### src/hdpm_pkg.sv
// Package for the hub downstream port manager: offsets, layouts, timing counts.
package hdpm_pkg;
  localparam int NUM_PORTS = 4;
  localparam logic [7:0] ADDR_ATTACH = 8'h48;
  localparam logic [7:0] ADDR_ENABLE = 8'h49;
  localparam logic [7:0] ADDR_SPEED = 8'h4a;
  localparam logic [7:0] ADDR_IRQ = 8'h4c;
  localparam logic [7:0] RESET_FLAGS = 8'h00;
  localparam int IRQ_PEND_BIT = 0;
  localparam int IRQ_ENA_BIT = 1;
  localparam int CLK_MHZ = 100;
  localparam int CONNECT_NS = 2500;
  localparam int DISCONNECT_NS = 2000;
  localparam int CONNECT_CYCLES = (CONNECT_NS * CLK_MHZ + 999) / 1000 + 1;
  localparam int DISCONNECT_CYCLES = (DISCONNECT_NS * CLK_MHZ + 999) / 1000;
  localparam int CNT_W = 9;

  typedef struct packed {
    logic dp;
    logic dm;
  } hdpm_line_type;

  typedef struct packed {
    logic [7:0] addr;
    logic [7:0] wdata;
    logic wr;
    logic rd;
  } hdpm_req_type;
endpackage

### src/hdpm_port_manager.sv
// Hub downstream port manager: connect/disconnect detection, speed and enable gating.
//
// Local design decision: strobed register access.
`timescale 1ns/1ps
`default_nettype none

module hdpm_port_manager #(
  parameter int NUM_PORTS = hdpm_pkg::NUM_PORTS
) (
  // Clock and reset
  input wire logic clk,
  input wire logic resetn,
  input wire logic bus_reset,
  // Register port
  input wire hdpm_pkg::hdpm_req_type req,
  output logic [7:0] rdata,
  // Downstream line states
  input wire hdpm_pkg::hdpm_line_type [NUM_PORTS-1:0] line,
  // Repeater status and interrupt acknowledge
  input wire logic packet_active,
  input wire logic upstream_fs,
  input wire logic suspended,
  input wire logic eof2,
  input wire logic [NUM_PORTS-1:0] babble,
  input wire logic irq_ack,
  // Repeater gating and hub interrupt
  output logic [NUM_PORTS-1:0] pass_down,
  output logic [NUM_PORTS-1:0] pass_up,
  output logic hub_irq
);

  initial begin
    if (NUM_PORTS < 1 || NUM_PORTS > 4) begin
      $error("NUM_PORTS must lie between 1 and 4.");
    end
    // The counter saturates at all ones, so the connect count must stay below that.
    if (hdpm_pkg::CONNECT_CYCLES >= 2 ** hdpm_pkg::CNT_W - 1) begin
      $error("Connect count does not fit the qualification counter.");
    end
    if (hdpm_pkg::DISCONNECT_CYCLES >= hdpm_pkg::CONNECT_CYCLES) begin
      $error("Disconnect count must stay below the connect count.");
    end
  end

  logic clr;
  logic [NUM_PORTS-1:0] attach;
  logic [NUM_PORTS-1:0] speed;
  logic [NUM_PORTS-1:0] enable;
  logic [NUM_PORTS-1:0] enable_req;
  logic [NUM_PORTS-1:0] active;
  logic [NUM_PORTS-1:0] conn_evt;
  logic [NUM_PORTS-1:0] disc_evt;
  logic [NUM_PORTS-1:0] ls_seen;
  logic pending;
  logic irq_ena;
  hdpm_pkg::hdpm_line_type [NUM_PORTS-1:0] last_line;
  logic [hdpm_pkg::CNT_W-1:0] cnt [NUM_PORTS];

  // Counter values at which an event fires; the line history costs one cycle.
  localparam int CW = hdpm_pkg::CNT_W;
  localparam logic [CW-1:0] CONN_LAST = CW'(hdpm_pkg::CONNECT_CYCLES - 1);
  localparam logic [CW-1:0] DISC_LAST = CW'(hdpm_pkg::DISCONNECT_CYCLES - 1);

  function automatic logic is_se0(input hdpm_pkg::hdpm_line_type l);
    is_se0 = !l.dp && !l.dm;
  endfunction

  function automatic logic [7:0] pad_flags(input logic [NUM_PORTS-1:0] f);
    pad_flags = 8'h00;
    pad_flags[NUM_PORTS-1:0] = f;
  endfunction

  function automatic logic wr_at(input hdpm_pkg::hdpm_req_type r, input logic [7:0] a);
    wr_at = r.wr && r.addr == a;
  endfunction

  assign clr = !resetn || bus_reset;

  // Duration qualification per port.
  always_ff @(posedge clk) begin
    for (int p = 0; p < NUM_PORTS; p++) begin
      if (clr) begin
        cnt[p] <= '0;
        last_line[p] <= '0;
      end else begin
        last_line[p] <= line[p];
        if (line[p] != last_line[p]) begin
          cnt[p] <= '0;
        end else if (cnt[p] != '1) begin
          cnt[p] <= cnt[p] + 1'b1;
        end
      end
    end
  end

  // Qualified events; the sampled line history is one cycle behind, so counts are one short of elapsed time.
  always_comb begin
    for (int p = 0; p < NUM_PORTS; p++) begin
      conn_evt[p] = !attach[p] && !is_se0(last_line[p]) && line[p] == last_line[p]
        && cnt[p] >= CONN_LAST;
      disc_evt[p] = attach[p] && is_se0(last_line[p]) && line[p] == last_line[p]
        && cnt[p] >= DISC_LAST;
      ls_seen[p] = !last_line[p].dp && last_line[p].dm;
    end
  end

  // Connect status; hardware events win over firmware writes.
  always_ff @(posedge clk) begin
    if (clr) begin
      attach <= '0;
    end else begin
      for (int p = 0; p < NUM_PORTS; p++) begin
        if (conn_evt[p]) begin
          attach[p] <= 1'b1;
        end else if (disc_evt[p]) begin
          attach[p] <= 1'b0;
        end else if (wr_at(req, hdpm_pkg::ADDR_ATTACH)) begin
          attach[p] <= req.wdata[p];
        end
      end
    end
  end

  // Speed: full-speed connects clear the bit; firmware sets low speed.
  always_ff @(posedge clk) begin
    if (clr) begin
      speed <= '0;
    end else begin
      for (int p = 0; p < NUM_PORTS; p++) begin
        if (conn_evt[p] && !ls_seen[p]) begin
          speed[p] <= 1'b0;
        end else if (wr_at(req, hdpm_pkg::ADDR_SPEED)) begin
          speed[p] <= req.wdata[p];
        end
      end
    end
  end

  // Enable: a written value waits for the current packet to end; babble at eof2 clears it.
  always_ff @(posedge clk) begin
    if (clr) begin
      enable_req <= '0;
      active <= '0;
    end else begin
      for (int p = 0; p < NUM_PORTS; p++) begin
        if (eof2 && babble[p]) begin
          enable_req[p] <= 1'b0;
          active[p] <= 1'b0;
        end else begin
          if (wr_at(req, hdpm_pkg::ADDR_ENABLE)) begin
            enable_req[p] <= req.wdata[p];
          end
          if (!packet_active) begin
            active[p] <= wr_at(req, hdpm_pkg::ADDR_ENABLE) ? req.wdata[p] : enable_req[p];
          end
        end
      end
    end
  end

  assign enable = enable_req;

  // Repeater gating.
  always_comb begin
    for (int p = 0; p < NUM_PORTS; p++) begin
      pass_down[p] = active[p] && !suspended && !(upstream_fs && speed[p]);
      pass_up[p] = active[p] && !suspended && !babble[p];
    end
  end

  // Hub interrupt: pending until acknowledged; a new event wins over the acknowledge.
  always_ff @(posedge clk) begin
    if (clr) begin
      pending <= 1'b0;
      irq_ena <= 1'b1;
    end else begin
      if (wr_at(req, hdpm_pkg::ADDR_IRQ)) begin
        irq_ena <= req.wdata[hdpm_pkg::IRQ_ENA_BIT];
      end
      if (|(conn_evt | disc_evt)) begin
        pending <= 1'b1;
      end else if (irq_ack) begin
        pending <= 1'b0;
      end
    end
  end

  assign hub_irq = pending && irq_ena;

  // Read data, one cycle after the strobe; upper bits read zero.
  always_ff @(posedge clk) begin
    if (!resetn) begin
      rdata <= hdpm_pkg::RESET_FLAGS;
    end else if (req.rd) begin
      case (req.addr)
        hdpm_pkg::ADDR_ATTACH: rdata <= pad_flags(attach);
        hdpm_pkg::ADDR_ENABLE: rdata <= pad_flags(enable);
        hdpm_pkg::ADDR_SPEED: rdata <= pad_flags(speed);
        hdpm_pkg::ADDR_IRQ: rdata <= {6'h00, irq_ena, pending};
        default: rdata <= 8'h00;
      endcase
    end else begin
      rdata <= 8'h00;
    end
  end

  a_connect_qualify: assert property (@(posedge clk) disable iff (clr)
    $rose(attach[0]) && !$past(wr_at(req, hdpm_pkg::ADDR_ATTACH))
      |-> $past(!is_se0(line[0]), 1) && $past(!is_se0(line[0]), 250))
    else $error("Connect recorded before qualification time.");

  a_disconnect_irq: assert property (@(posedge clk) disable iff (clr)
    disc_evt[0] |=> !attach[0] && pending)
    else $error("Disconnect did not clear status and raise interrupt.");

  a_fs_speed_clear: assert property (@(posedge clk) disable iff (clr)
    conn_evt[1] && !ls_seen[1] |=> attach[1] && !speed[1])
    else $error("Full-speed connect left speed bit set.");

  a_upper_zero: assert property (@(posedge clk) disable iff (clr)
    $past(req.rd) |-> rdata[7:4] == 4'h0)
    else $error("Reserved bits read nonzero.");

  a_gate_enable: assert property (@(posedge clk) disable iff (clr)
    !active[2] |-> !pass_down[2] && !pass_up[2])
    else $error("Traffic passed on a disabled port.");

  a_no_fs_to_ls: assert property (@(posedge clk) disable iff (clr)
    upstream_fs && speed[0] |-> !pass_down[0])
    else $error("Full-speed traffic sent to a low-speed port.");

  a_enable_wait: assert property (@(posedge clk) disable iff (clr)
    packet_active && !(eof2 && babble[0]) |=> active[0] == $past(active[0]))
    else $error("Enable changed during a packet.");

  a_babble_clear: assert property (@(posedge clk) disable iff (clr)
    eof2 && babble[3] |=> !enable[3] && !active[3])
    else $error("Babble did not disable the port.");

  a_irq_hold: assert property (@(posedge clk) disable iff (clr)
    pending && !irq_ack |=> pending)
    else $error("Interrupt dropped without acknowledge.");

  a_bus_reset: assert property (@(posedge clk)
    bus_reset |=> attach == '0 && speed == '0 && enable == '0)
    else $error("Bus reset did not clear port registers.");

  a_chip_reset: assert property (@(posedge clk)
    !resetn |=> attach == '0 && speed == '0 && !pending)
    else $error("Chip reset did not clear port state.");

  a_enable_reset: assert property (@(posedge clk)
    !resetn |=> enable == '0 && active == '0)
    else $error("Reset left a port enabled.");

  a_rdata_reset: assert property (@(posedge clk)
    !resetn |=> rdata == 8'h00)
    else $error("Read data not cleared by reset.");

  a_connect_irq: assert property (@(posedge clk) disable iff (clr)
    conn_evt[0] |=> attach[0] && pending)
    else $error("Connect did not set status and interrupt.");

  a_ls_connect: assert property (@(posedge clk) disable iff (clr)
    conn_evt[1] && ls_seen[1] |=> attach[1] && pending)
    else $error("Low-speed connect did not set status and interrupt.");

  a_disconnect_se0: assert property (@(posedge clk) disable iff (clr)
    $fell(attach[0]) && !$past(clr) && !$past(wr_at(req, hdpm_pkg::ADDR_ATTACH))
      |-> $past(is_se0(line[0]), 1) && $past(is_se0(line[0]), 200))
    else $error("Disconnect recorded before the SE0 time.");

  a_port3_disconnect: assert property (@(posedge clk) disable iff (clr)
    disc_evt[3] |=> !attach[3] && pending)
    else $error("Disconnect on the last port was lost.");

  a_count_restart: assert property (@(posedge clk) disable iff (clr)
    line[0] != last_line[0] |=> cnt[0] == '0)
    else $error("Qualification counter did not restart.");

  a_ack_clear: assert property (@(posedge clk) disable iff (clr)
    pending && irq_ack && !(|(conn_evt | disc_evt)) |=> !pending)
    else $error("Acknowledge did not clear the interrupt.");

  a_suspend_event: assert property (@(posedge clk) disable iff (clr)
    suspended && |(conn_evt | disc_evt) |=> pending)
    else $error("Event in suspend raised no interrupt.");

  a_suspend_gate: assert property (@(posedge clk) disable iff (clr)
    suspended |-> pass_down == '0 && pass_up == '0)
    else $error("Traffic passed while suspended.");

  a_babble_block: assert property (@(posedge clk) disable iff (clr)
    babble[1] |-> !pass_up[1])
    else $error("Babbling port forwarded upstream.");

  a_up_forward: assert property (@(posedge clk) disable iff (clr)
    active[0] && !suspended && !babble[0] |-> pass_up[0])
    else $error("Enabled port did not forward upstream.");

  a_down_forward: assert property (@(posedge clk) disable iff (clr)
    active[3] && !suspended && !(upstream_fs && speed[3]) |-> pass_down[3])
    else $error("Enabled port did not receive upstream traffic.");

  a_enable_idle: assert property (@(posedge clk) disable iff (clr)
    !packet_active && !eof2 && wr_at(req, hdpm_pkg::ADDR_ENABLE) |=> active == $past(req.wdata[NUM_PORTS-1:0]))
    else $error("Enable on an idle bus did not apply at once.");

  a_rdata_idle: assert property (@(posedge clk) disable iff (clr)
    !req.rd |=> rdata == 8'h00)
    else $error("Read data stood without a read strobe.");

endmodule

`default_nettype wire

### config.mk
export PLATFORM = sky130hd
export DESIGN_NAME = hdpm_port_manager
export DESIGN_NICKNAME = d
export VERILOG_FILES = /design/src/hdpm_pkg.sv /design/src/hdpm_port_manager.sv
export SDC_FILE = /design/constraint.sdc
export NUM_CORES = 1
export LEC_CHECK = 0
export BUFFER_PORTS_ARGS = -buffer_cell sky130_fd_sc_hd__clkbuf_2
export CELL_PAD_IN_SITES_DETAIL_PLACEMENT = 1
export CELL_PAD_IN_SITES_GLOBAL_PLACEMENT = 1
export CORE_MARGIN = 1.5
export CORE_UTILIZATION = 25
export CTS_BUF_LIST = sky130_fd_sc_hd__clkbuf_4 sky130_fd_sc_hd__clkbuf_8
export DETAILED_ROUTE_END_ITERATION = 10
export PLACE_DENSITY_LB_ADDON = 0.2
export SETUP_SLACK_MARGIN = 0.1
export SLEW_MARGIN = 20
export SYNTH_ARGS = -nofsm -noshare
export SYNTH_HDL_FRONTEND = slang
export SYNTH_SLANG_ARGS = --single-unit
### constraint.sdc
create_clock -name clk -period 4.9 [get_ports clk]
set_clock_uncertainty 0.1 [all_clocks]
set_input_delay 0.98 -clock clk [delete_from_list [all_inputs] [get_ports clk]]
set_output_delay 0.98 -clock clk [all_outputs]
set_load 0.02 [all_outputs]
Word level (Yosys, flattened, before mapping)
Memories as Yosys holds them, arrays and structs flattened.
Index checks and enable logic that the tools add are counted.
{"block": "classes", "addsub": 4, "magnitude_cmp": 8, "n_eq_ne": 16, "muxes": 57, "bitwise_logic": 9, "reduce_logical": 107}
{"cell": "$ge A9 B8 Y1 const B", "count": 8}
{"cell": "$mux W9", "count": 8}
{"cell": "$logic_and A1 B1 Y1", "count": 61}
{"cell": "$mux W1", "count": 48}
{"cell": "$add A9 B1 Y9 const B", "count": 4}
{"cell": "$ne A9 B9 Y1 const B", "count": 4}
{"cell": "$eq A8 B7 Y1 const B", "count": 4}
{"cell": "$logic_not A1 Y1", "count": 30}
{"cell": "$pmux W4 S4", "count": 1}
{"cell": "$reduce_or A2 Y1", "count": 8}
{"cell": "$reduce_bool A3 Y1", "count": 4}
{"cell": "$eq A2 B2 Y1", "count": 4}
{"cell": "$ne A2 B2 Y1", "count": 4}
{"cell": "$or A1 B1 Y1", "count": 8}
{"cell": "$or A4 B4 Y4", "count": 1}
{"cell": "$reduce_or A4 Y1", "count": 1}
{"cell": "$reduce_and A2 Y1", "count": 1}
{"cell": "$reduce_bool A2 Y1", "count": 1}
{"cell": "$logic_or A1 B1 Y1", "count": 1}
{"block": "word_totals", "register_bits": 34, "ramBits": 36, "in_bits": 38, "out_inout_bits": 17, "elab_cells": 229, "mem_count": 1}
{"memory": "cnt", "words": 4, "width": 9, "read_ports": 4, "rd_clocked_by_memory_dff": 0, "write_ports": 4, "line": "hdpm_port_manager.sv:57", "rtl": "logic [hdpm_pkg::CNT_W-1:0] cnt [NUM_PORTS];"}

Depth between registers and ports, before layout
Gate-level depths: netlist of run 1.
{"block": "logic_depth", "depth_word": 9, "ltp_mapped": 7, "ltp_nobuf": 7}

Least setup slack after synthesis of run 1
OpenSTA, ideal clock, no wires.
{"block": "synth_path", "path_kind": "input-to-output", "start": "input port suspended", "end": "output port pass_down[0]", "arrival_time_ns": 1.464, "t_required_ns": 3.820, "path_slack_ns": 2.356, "stages": 2, "n_path_buf": 0, "cell_sequence": "nand2b_1 -> a21oi_1"}
{"block": "synth_via", "elab_chain_cells": 3}
{"item": "from (decl)", "line": "hdpm_port_manager.sv:22", "rtl": "input wire logic suspended,"}
{"item": "$logic_not A1 Y1", "line": "hdpm_port_manager.sv:166", "rtl": "pass_down[p] = active[p] && !suspended && !(upstream_fs && speed[p]);"}
{"item": "$logic_and A1 B1 Y1 (2 in a row)", "line": "hdpm_port_manager.sv:166"}
{"item": "to (decl)", "line": "hdpm_port_manager.sv:27", "rtl": "output logic [NUM_PORTS-1:0] pass_down,"}
No other way between the ends.

Worst setup path after layout of run 1
{"block": "layout_path", "start": "input port suspended", "end": "output port pass_down[3]"}
The elaborated chain is that of the path after synthesis.

==> results of run 1 <==
synthesized netlist by cell type, types with 2 or more instances:
cell type  count  area (sq um)
buf_4          4         30.03
xor2_1        12         105.1
and2_1        10         62.56
nor4_1         9         56.30
clkbuf_1       6         22.52
nand3_1       13         65.06
nand4b_1       2         17.52
o21a_1         4         30.03
a222oi_1       2         20.02
nand2_1       18         67.56
a211oi_1      11         82.58
a21oi_1       14         70.07
dfxtp_1       30         600.6
or3_1          4         25.02
or4_1          3         22.52
and3_1        16         100.1
inv_1          9         33.78
mux2i_1       13         130.1
a22o_1         2         17.52
nor2b_1        3         18.77
nor3_1         5         25.02
xnor2_1       20         175.2
ha_1          12         150.1
a22oi_1        2         15.01
edfxtp_1      36          1081
nand4_1        4         25.02
nor2_1        64         240.2
nand2b_1       6         37.54
o311a_1        4         40.04
mux2_2         2         22.52
where the power goes:
part / leakage, nW / internal, mW / total [mW] / switching (mW)
clock: 0.0908 / 0.209 / 0.414 / 0.205
combinational: 0.908 / 0.0244 / 0.0635 / 0.0391
sequential: 0.687 / 0.582 / 0.587 / 0.00404
total: 1.69 / 0.816 / 1.06 / 0.248
tightest hold or removal path: cells and delay by family, from the launching register on:
family	cells	cell delay [ns]
simple gates	1	0.08
compound gates	1	0.05
flops	1	0.31
logic make-up (layout without fill, tap and decap cells):
family	count (synthesis)	in the layout	synth area share [%]
multiplexers	15	15	4.359
adder cells (fa/ha/maj)	12	12	4.287
AND/OR/NAND/NOR	163	163	23.97
other	1	4	0.1071
AO/OA/AOI/OAI	42	42	8.539
flip-flops	66	66	48.02
XOR/XNOR	32	32	8.003
buffers and inverters	21	72	2.715
worst max path at each step:
stage | endpoint | slack, ns | cells past startpoint
finish | pass_down[3] | 2.25 | 4
detailed placement | active[1] | 2.19 | 6
floorplan | pass_down[0] | 2.36 | 2
CTS | pass_down[3] | 2.23 | 4
global route | pass_down[3] | 2.19 | 4
global placement | pass_down[3] | 2.26 | 4
flip-flops by register name (all words and copies together) (netlist names):
| signal | flops |
|---|---|
| enable | 4 |
| irq_ena | 1 |
| attach | 4 |
| speed | 4 |
| rdata | 4 |
| cnt | 36 |
| active | 4 |
| pending | 1 |
| last_line | 8 |
through the flow:
step | cell area, sq um | hold WS (ns) | std cells | utilization (%) | total power [mW]
floorplan | 3513 | 0.3598 | 355 | - | 0.6351
global placement | 3915 | 0.3806 | 570 | 28.42 | 0.6623
detailed placement | 3915 | 0.3796 | 570 | 28.42 | 0.6635
CTS | 4084 | 0.3872 | 586 | 29.65 | 1.083
global route | 4084 | 0.4009 | 586 | 29.65 | 1.112
finish | 4084 | 0.3877 | 586 | 29.65 | 1.064
routing by layer:
layer | up-vias | global-route usage, % | share of wire, % | wire [um]
met5 | - | 0 | 0 | 0
met4 | 0 | 6.176 | 2.0 | 170
met3 | 13 | 2.867 | 3.4 | 292
met2 | 39 | 20.80 | 47 | 4015
met1 | 1295 | 15.76 | 48 | 4113
li1 | 1355 | - | - | -
final cells by class:
cell class,count,area [sq um]
clock buffers,14,161.4
repair buffers,47,237.7
fillers,1618,9689
inverters,9,33.78
flip-flops and latches,66,1682
multi-input cells,268,1737
well taps,180,225.2
clock inverters,2,7.507
==> impl_metrics.csv, run 1 <==
group,metric,value,unit
status,outcome,"completed",
setup_path,worstPathArrival,1.57,ns
timing,rsz0062_at_grt,"no",
synth,syn_inst,352,
synth,ys_seq_area_share,48.02,%
setup_path,cpMostUsedCell,"clkbuf_2",
floorplanning,placeableCoreArea,13770,sq um
route,via_per_inst,4.611,
setup_path,slowest_stage,"clkbuf_2",
setup_path,cp_slowest_stage_delay,0.18,ns
synth,ys_ff_latch,66,
floorplanning,die_x,121.4,um
timing,period_share,54.00,%
floorplanning,row_count,43,
route,routedWlPerCell,14.66,um
setup_path,path_buf_inv,2,
floorplanning,initial_utilization,25.43,%
setup_path,crit_path_end_kind,"output pin",
synth,synth_cell_types,42,
clocking,cts_hold_buf,0,
setup_path,timing.rr.start,"cnt[1][3]",
clocking,cts_setup_buffers,0,
route,drtIter0Drc,105,
setup_path,start_kind,"input port",
clocking,cts_buffers,9,
min_path,hp-start,"active[2]",
layout,layout_commonest_cell,"nor2_1",
clocking,ctsHtreeMaxLevel,3,
timing,fmax,377.9,MHz
clocking,root_buffer,"clkbuf_8",
place,dp_hpwl,6.408,mm
layout,drive_above_1_share,16.26,%
global_route,grt_pass1_vias,2840,
place,pre_cts_slack,2.192,ns
timing,setup_slack,2.254,ns
route,ant_nets,0,
floorplanning,num_io_pins,55,
timing,setup_violations,0,
route,drc,0,
timing,fin_crit,2.646,ns
synth,synth-main-ff-cell,"edfxtp_1",
setup_path,reg2reg_setup_slack,2.63,ns
timing,hold_viol,0,
pwr,power.leakage,1.686,nW
global_route,overflow,0,
route,via_count,2702,
clocking,clk_latency,0.36,ns
setup_path,cp_cell_sequence,"clkbuf_2, nand2b_1, a21oi_1, clkbuf_2",
layout,num_antenna_cells,0,
setup_path,r2r_end,"cnt[1][7]",
synth,avgSynthCellArea,9.949,sq um
floorplanning,die_h,121.4,um
setup_path,cp_max_fo,4,
min_path,hold_path_end,"active[2]",
place,gp_congestion,0.7060,
pwr,powerDensity,260.5,nW/um^2
clocking,cts_tree,"yes",
clocking,ctsResizeCount,0,
flow_run,cap_violations,0,
synth,synth_area,3502,sq um
place,io_buffers,46,
layout,area_growth,16.61,%
synth,yosysWarningCount,0,
synth,synth_edf_count,36,
global_route,grt_usage,12.72,%
timing,max_slew_margin,63.69,%
clocking,cts.path.max_buffers,2,
timing,tightestPinTransition,0.5396,ns
route,first_pass_iters,4,
setup_path,startpoint,"suspended",
min_path,hold_path_depth,2,
min_path,hold_path_class,"reg -> reg",
timing,tns,0,ns
floorplanning,fp.dieArea,14730,sq um
synth,async_flop_share,0,%
global_route,grt_first_pass_wirelength,14.26,mm
global_route,antenna_found_initial,0,
route,totalWireLength,8.592,mm
setup_path,worstSetupPathType,"in -> out",
clocking,clk_pin_slew,0.06,ns
layout,fin_nets,451,
setup_path,cp.required,3.82,ns
pwr,ir_drop,0.1067,mV
global_route,grt_max_degree,22,
setup_path,crit_family,"buffers and inverters",
setup_path,rr_worst_depth,6,
clocking,clkSinkCount,66,
timing,drv_slew,0,
layout,final_cell_mix,"64 x nor2_1, 46 x clkbuf_2, 36 x edfxtp_1",
No activity file was read; power rests on OpenSTA's default activity.
==> run 2, diff against run 1 <==
--- a/config.mk
+++ b/config.mk
@@ -5,6 +5,7 @@
 export SDC_FILE = /design/constraint.sdc
 export NUM_CORES = 1
 export LEC_CHECK = 0
+export ABC_AREA = 1
 export BUFFER_PORTS_ARGS = -buffer_cell sky130_fd_sc_hd__clkbuf_2
 export CELL_PAD_IN_SITES_DETAIL_PLACEMENT = 1
 export CELL_PAD_IN_SITES_GLOBAL_PLACEMENT = 1
==> constraint.sdc (replaced) <==
create_clock -name clk -period 2.5 [get_ports clk]
set_clock_uncertainty 0.1 [all_clocks]
set_input_delay 0.5 -clock clk [delete_from_list [all_inputs] [get_ports clk]]
set_output_delay 0.5 -clock clk [all_outputs]
set_load 0.02 [all_outputs]
==> run 2 against run 1 <==
Effect of this change:
- area after synthesis up 7.5%
- sequential power is 96% higher
- global-route usage hardly changed
- total power up 120%
- clock power up 150%
- largest power group unchanged
- cell count increased by 25%
- die area grew 7.3%
- count of clock-buffer cells in the layout is 1 higher
==> impl_metrics.csv, run 2 <==
group,metric,value,unit
status,outcome,"completed",
floorplanning,placeableCoreArea,14590,sq um
global_route,antenna_found_initial,0,
timing,fin_crit,2.167,ns
min_path,hold_path_class,"in -> reg",
synth,ys_top_cells_by_count,"98 x nand2_1, 82 x nor2_1, 74 x inv_1",
clocking,cts_setup_buffers,0,
synth,yosysWarningCount,0,
route,ant_nets,0,
synth,syn_inst,486,
clocking,clk_pin_slew,0.08,ns
global_route,grt_max_degree,18,
floorplanning,initial_utilization,25.80,%
layout,n_fill_cell,1797,
clocking,cts.path.max_buffers,2,
setup_path,rr_worst_depth,7,
layout,ff_latch_area,1682,sq um
setup_path,timing.rr.start,"cnt[0][1]",
synth,ys_seq_area_share,44.68,%
synth,ys_top_cells_by_area,"edfxtp_1 29%, dfxtp_1 16%, nand2_1 9.8%",
pwr,powerDensity,521.6,nW/um^2
floorplanning,row_count,44,
min_path,hp-start,"line[2]",
route,first_pass_iters,4,
timing,setup_slack,0.3327,ns
layout,area_growth,17.85,%
min_path,hold_path_end,"last_line[2]",
layout,reg_top3,"cnt x36, last_line x8",
place,io_buffers,46,
synth,yosys.cell_count.top_type,"nand2_1",
setup_path,r2r_end,"cnt[0][8]",
timing,rsz0062_at_grt,"no",
floorplanning,die_x,125.7,um
timing,drv_slew,0,
floorplanning,die_h,125.7,um
floorplanning,num_io_pins,55,
setup_path,worstSetupPathType,"reg -> reg",
synth,avgSynthCellArea,7.744,sq um
setup_path,reg2reg_setup_slack,0.33,ns
global_route,grt_pass1_vias,3375,
global_route,overflow,0,
setup_path,start_kind,"flip-flop",
setup_path,worstPathArrival,2.05,ns
place,place_area,4205,sq um
setup_path,cp_max_fo,9,
global_route,grt_first_pass_wirelength,16.14,mm
synth,synth.top_cell.area_share,28.72,%
place,pre_cts_slack,0.3153,ns
layout,final_cell_area,4436,sq um
place,post-place-cells,714,
clocking,cts_tree,"yes",
timing,fmax,461.4,MHz
route,via_per_inst,4.395,
place,dp_hpwl,7.359,mm
layout,top_register,"cnt",
setup_path,cp_slowest_stage_delay,0.41,ns
layout,drive_above_1_share,16.67,%
flow_run,cap_violations,0,
synth,synth_cell_types,40,
layout,fin_nets,591,
timing,tns,0,ns
global_route,grt_usage,12.71,%
setup_path,cp_cell_sequence,"ha_1, nand2_1, nor2_1, nand2_1, nor2_1, ha_1, nand3_1",
layout,multi_input_area,1748,sq um
synth,async_flop_share,0,%
min_path,hold_path_depth,3,
layout,fin_cells,730,
synth,synth_edf_count,36,
place,gp_congestion,0.7567,
synth,synth-main-ff-cell,"edfxtp_1",
synth,synth_area_leader_cell,"edfxtp_1",
layout,num_antenna_cells,0,
route,drc,0,
route,drtIter0Drc,99,
setup_path,crit_path_end_kind,"flip-flop",
route,routedWlPerCell,12.81,um
clocking,ctsHtreeMaxLevel,3,
timing,hold_viol,0,
pwr,ir_drop,0.2654,mV
route,via_count,3208,
synth,ys_ff_latch,66,
layout,final_cell_mix,"98 x nand2_1, 82 x nor2_1, 74 x inv_1",
clocking,clkSinkCount,66,
timing,period_share,86.69,%
clocking,ctsResizeCount,0,
clocking,clk_latency,0.36,ns
synth,synth_area,3764,sq um
floorplanning,fp.dieArea,15800,sq um
pwr,power.leakage,1.892,nW
clocking,cts_buffers,9,
layout,layout_commonest_cell,"nand2_1",
layout,largest_reg_flops,36,
clocking,root_buffer,"clkbuf_8",
setup_path,slowest_stage,"edfxtp_1",
setup_path,cp.required,2.39,ns
route,totalWireLength,9.352,mm
timing,setup_violations,0,
clocking,cts_hold_buf,0,
==> run 2: cell types whose count changed after synthesis, moves of 8 or more <==
cell,before,now
and3_1,16,1
a21oi_1,14,27
nand2_1,18,98
o21ai_0,0,8
nor3_1,5,17
nor2_1,64,82
xnor2_1,20,9
and2_1,10,0
inv_1,9,74
mux2i_1,13,0
==> run 2: cell type report <==
class / count / share of cell area [%]
multi-input combinational: 336 / 39.41
sequential: 66 / 37.91
inverter: 80 / 6.770
timing repair buffer: 48 / 5.529
tap: 184 / 5.190
clock buffer: 15 / 4.513
clock inverter: 1 / 0.6770
==> run 2: how the worst max path moves through the flow <==
stage / startpoint / to / slack [ns] / depth (start not counted)
finish: cnt[0][1] / cnt[0][8] / 0.33 / 7
global route: cnt[0][0] / cnt[0][7] / 0.11 / 7
detailed placement: cnt[0][0] / cnt[0][7] / 0.32 / 7
global placement: cnt[0][1] / cnt[0][0] / 0.39 / 7
CTS: cnt[0][0] / cnt[0][0] / 0.31 / 7
floorplan: suspended / pass_down[0] / 0.67 / 2
==> run 2: logic make-up (layout without fill, tap and decap cells) <==
logic type	after synthesis	count (layout)	synth area share (%)
AND/OR/NAND/NOR	246	246	28.92
buffers and inverters	87	144	9.176
flip-flops	66	66	44.68
AO/OA/AOI/OAI	57	57	9.176
XOR/XNOR	17	17	3.956
adder cells (fa/ha/maj)	12	12	3.989
other	1	4	0.09964
==> run 2: metrics by stage <==
| step | power [mW] | utilization [%] | hold WS (ns) |
|---|---|---|---|
| after floorplan | 1.251 | - | 0.3573 |
| after global placement | 1.303 | 28.83 | 0.3799 |
| after detailed placement | 1.307 | 28.83 | 0.3767 |
| after CTS | 2.362 | 30.40 | 0.2326 |
| after global routing | 2.415 | 30.40 | 0.2531 |
| final | 2.314 | 30.40 | 0.2542 |
==> run 2: metal layers <==
metal | global-route usage [%] | part of all wire [%] | vias up
met1 | 16.15 | 49 | 1495
met3 | 3.866 | 3.4 | 7
li1 | - | - | 1670
met4 | 3.610 | 1.1 | 0
met5 | 0 | 0 | -
met2 | 20.88 | 47 | 36
==> run 2: critical path, delay by kind of cell, from the launching register on <==
kind	cells	cell delay [ns]
adder cells (fa/ha/maj)	2	0.38
flip-flops	1	0.41
AND/OR/NAND/NOR	5	0.90
==> run 2: where the power goes <==
| part | switching, mW | total, mW | leakage (nW) | internal, mW |
|---|---|---|---|---|
| sequential | 0.00867 | 1.15 | 0.687 | 1.14 |
| combinational | 0.0840 | 0.129 | 1.09 | 0.0454 |
| clock | 0.425 | 1.03 | 0.119 | 0.609 |
| total | 0.518 | 2.31 | 1.89 | 1.80 |
==> run 3, diff against run 2 <==
==> constraint.sdc (replaced) <==
create_clock -name clk -period 2.5 [get_ports clk]
set_clock_uncertainty 0.1 [all_clocks]
set_input_delay 0 -clock clk [delete_from_list [all_inputs] [get_ports clk]]
set_output_delay 0 -clock clk [all_outputs]
set_load 0.02 [all_outputs]
==> run 3 against run 2 <==
Effect of this change:
- setup slack improved by 0.044 ns
- hold slack worse by 0.19 ns
- critical path depth unchanged
- via count rose by 4.8%
- clock power is 7% lower
- non-clock buffer count grew 34
==> impl_metrics.csv, run 3 (same netlist as run 2, synthesis figures left out) <==
group,metric,value,unit
min_path,hold_path_class,"in -> reg",
floorplanning,row_count,44,
setup_path,worstSetupPathType,"reg -> reg",
layout,top_register,"cnt",
clocking,root_buffer,"clkbuf_8",
status,outcome,"completed",
floorplanning,num_io_pins,55,
global_route,overflow,0,
timing,hold_viol,0,
setup_path,cp_cell_sequence,"ha_1, nand2_1, nor2_1, nand2_1, nor2_1, ha_1, nand3_1",
layout,largest_reg_flops,36,
route,routedWlPerCell,12.87,um
route,first_pass_iters,4,
clocking,cts_buffers,9,
clocking,clk_latency,0.36,ns
layout,fin_nets,625,
place,dp_hpwl,7.424,mm
layout,reg_top3,"cnt x36, last_line x8",
timing,drv_slew,0,
timing,fin_crit,2.123,ns
floorplanning,fp.dieArea,15800,sq um
timing,tns,0,ns
timing,period_share,84.93,%
route,drtIter0Drc,120,
global_route,antenna_found_initial,0,
timing,rsz0062_at_grt,"no",
setup_path,slowest_stage,"edfxtp_1",
setup_path,cp_max_fo,9,
setup_path,cp.required,2.39,ns
clocking,cts_setup_buffers,0,
route,via_per_inst,4.401,
layout,drive_above_1_share,15.69,%
flow_run,cap_violations,0,
global_route,grt_first_pass_wirelength,16.73,mm
clocking,cts.path.max_buffers,2,
setup_path,worstPathArrival,2.01,ns
layout,num_antenna_cells,0,
route,drc,0,
global_route,grt_max_degree,18,
global_route,grt_pass1_vias,3582,
pwr,ir_drop,0.1925,mV
place,gp_congestion,0.7365,
setup_path,crit_path_end_kind,"flip-flop",
clocking,clkSinkCount,66,
clocking,cts_tree,"yes",
floorplanning,placeableCoreArea,14590,sq um
timing,setup_violations,0,
pwr,power.leakage,2.030,nW
setup_path,start_kind,"flip-flop",
place,io_buffers,46,
route,totalWireLength,9.835,mm
layout,final_cell_mix,"98 x nand2_1, 82 x nor2_1, 74 x inv_1",
setup_path,cp_slowest_stage_delay,0.40,ns
layout,fin_cells,764,
floorplanning,initial_utilization,25.80,%
setup_path,reg2reg_setup_slack,0.38,ns
floorplanning,die_x,125.7,um
layout,layout_commonest_cell,"nand2_1",
pwr,powerDensity,479.1,nW/um^2
clocking,clk_pin_slew,0.07,ns
pwr,fin_total_pwr,2.278,mW
floorplanning,die_h,125.7,um
route,via_count,3362,
global_route,grt_usage,13.25,%
place,post-place-cells,714,
clocking,ctsHtreeMaxLevel,3,
route,ant_nets,0,
layout,area_growth,26.33,%
timing,fmax,471.0,MHz
## run 3: cell types whose count changed in the layout (fill, tap and decap cells not counted), sizes merged
cell         delta
clkinv          +1
dlygate4sd3    +34
clkbuf          -1
## run 3: cell type report
| class | instances | area (sq um) |
|---|---|---|
| fillers | 1748 | 9834 |
| repair buffers | 82 | 585.6 |
| flip-flops and latches | 66 | 1682 |
| inverters | 80 | 300.3 |
| multi-input cells | 336 | 1748 |
| clock inverters | 2 | 35.03 |
| clock buffers | 14 | 173.9 |
| well taps | 184 | 230.2 |
## run 3: worst paths after layout
check,from,endpoint,cells after the start
worst max-delay path,cnt[0][1],cnt[0][6],7
worst min-delay path,resetn,pending,6
worst max register to register,cnt[0][1],cnt[0][6],7
worst min register to register,irq_ena,irq_ena,2
## run 3: timing repair
action,in CTS,in global routing
hold buffers,34,0
hold endpoints to repair,30,0
resized for setup,0,0
## run 3: where the power goes
group / total, mW / internal (mW) / leakage (nW) / switching, mW
logic: 0.165 / 0.0739 / 1.23 / 0.0909
registers: 1.15 / 1.14 / 0.687 / 0.00887
clock network: 0.963 / 0.548 / 0.111 / 0.415
total: 2.28 / 1.76 / 2.03 / 0.515
## run 3: routing by layer
| metal | track usage (%) | wire (um) | vias up |
|---|---|---|---|
| met5 | 0 | 0 | - |
| met1 | 16.04 | 4644 | 1582 |
| met2 | 22.92 | 4760 | 36 |
| li1 | - | - | 1736 |
| met4 | 3.075 | 94 | 0 |
| met3 | 4.206 | 335 | 8 |
## run 3: critical path, delay by kind of cell (launching register included)
kind	cells	cell delay (ns)
flops	1	0.40
simple gates	5	0.86
fa+ha+maj	2	0.38
## run 3: through the flow
| step | hold slack (ns) | util [%] | setup slack [ns] | cell area, sq um |
|---|---|---|---|---|
| final | 0.06318 | 32.59 | 0.3767 | 4755 |
| after global routing | 0.06284 | 32.59 | 0.1759 | 4755 |
| after CTS | 0.04397 | 32.59 | 0.3580 | 4755 |
| after detailed placement | 0.1359 | 28.83 | 0.3721 | 4205 |
| after global placement | 0.1314 | 28.83 | 0.4121 | 4205 |
| after floorplan | -0.01694 | - | 0.6725 | 3775 |
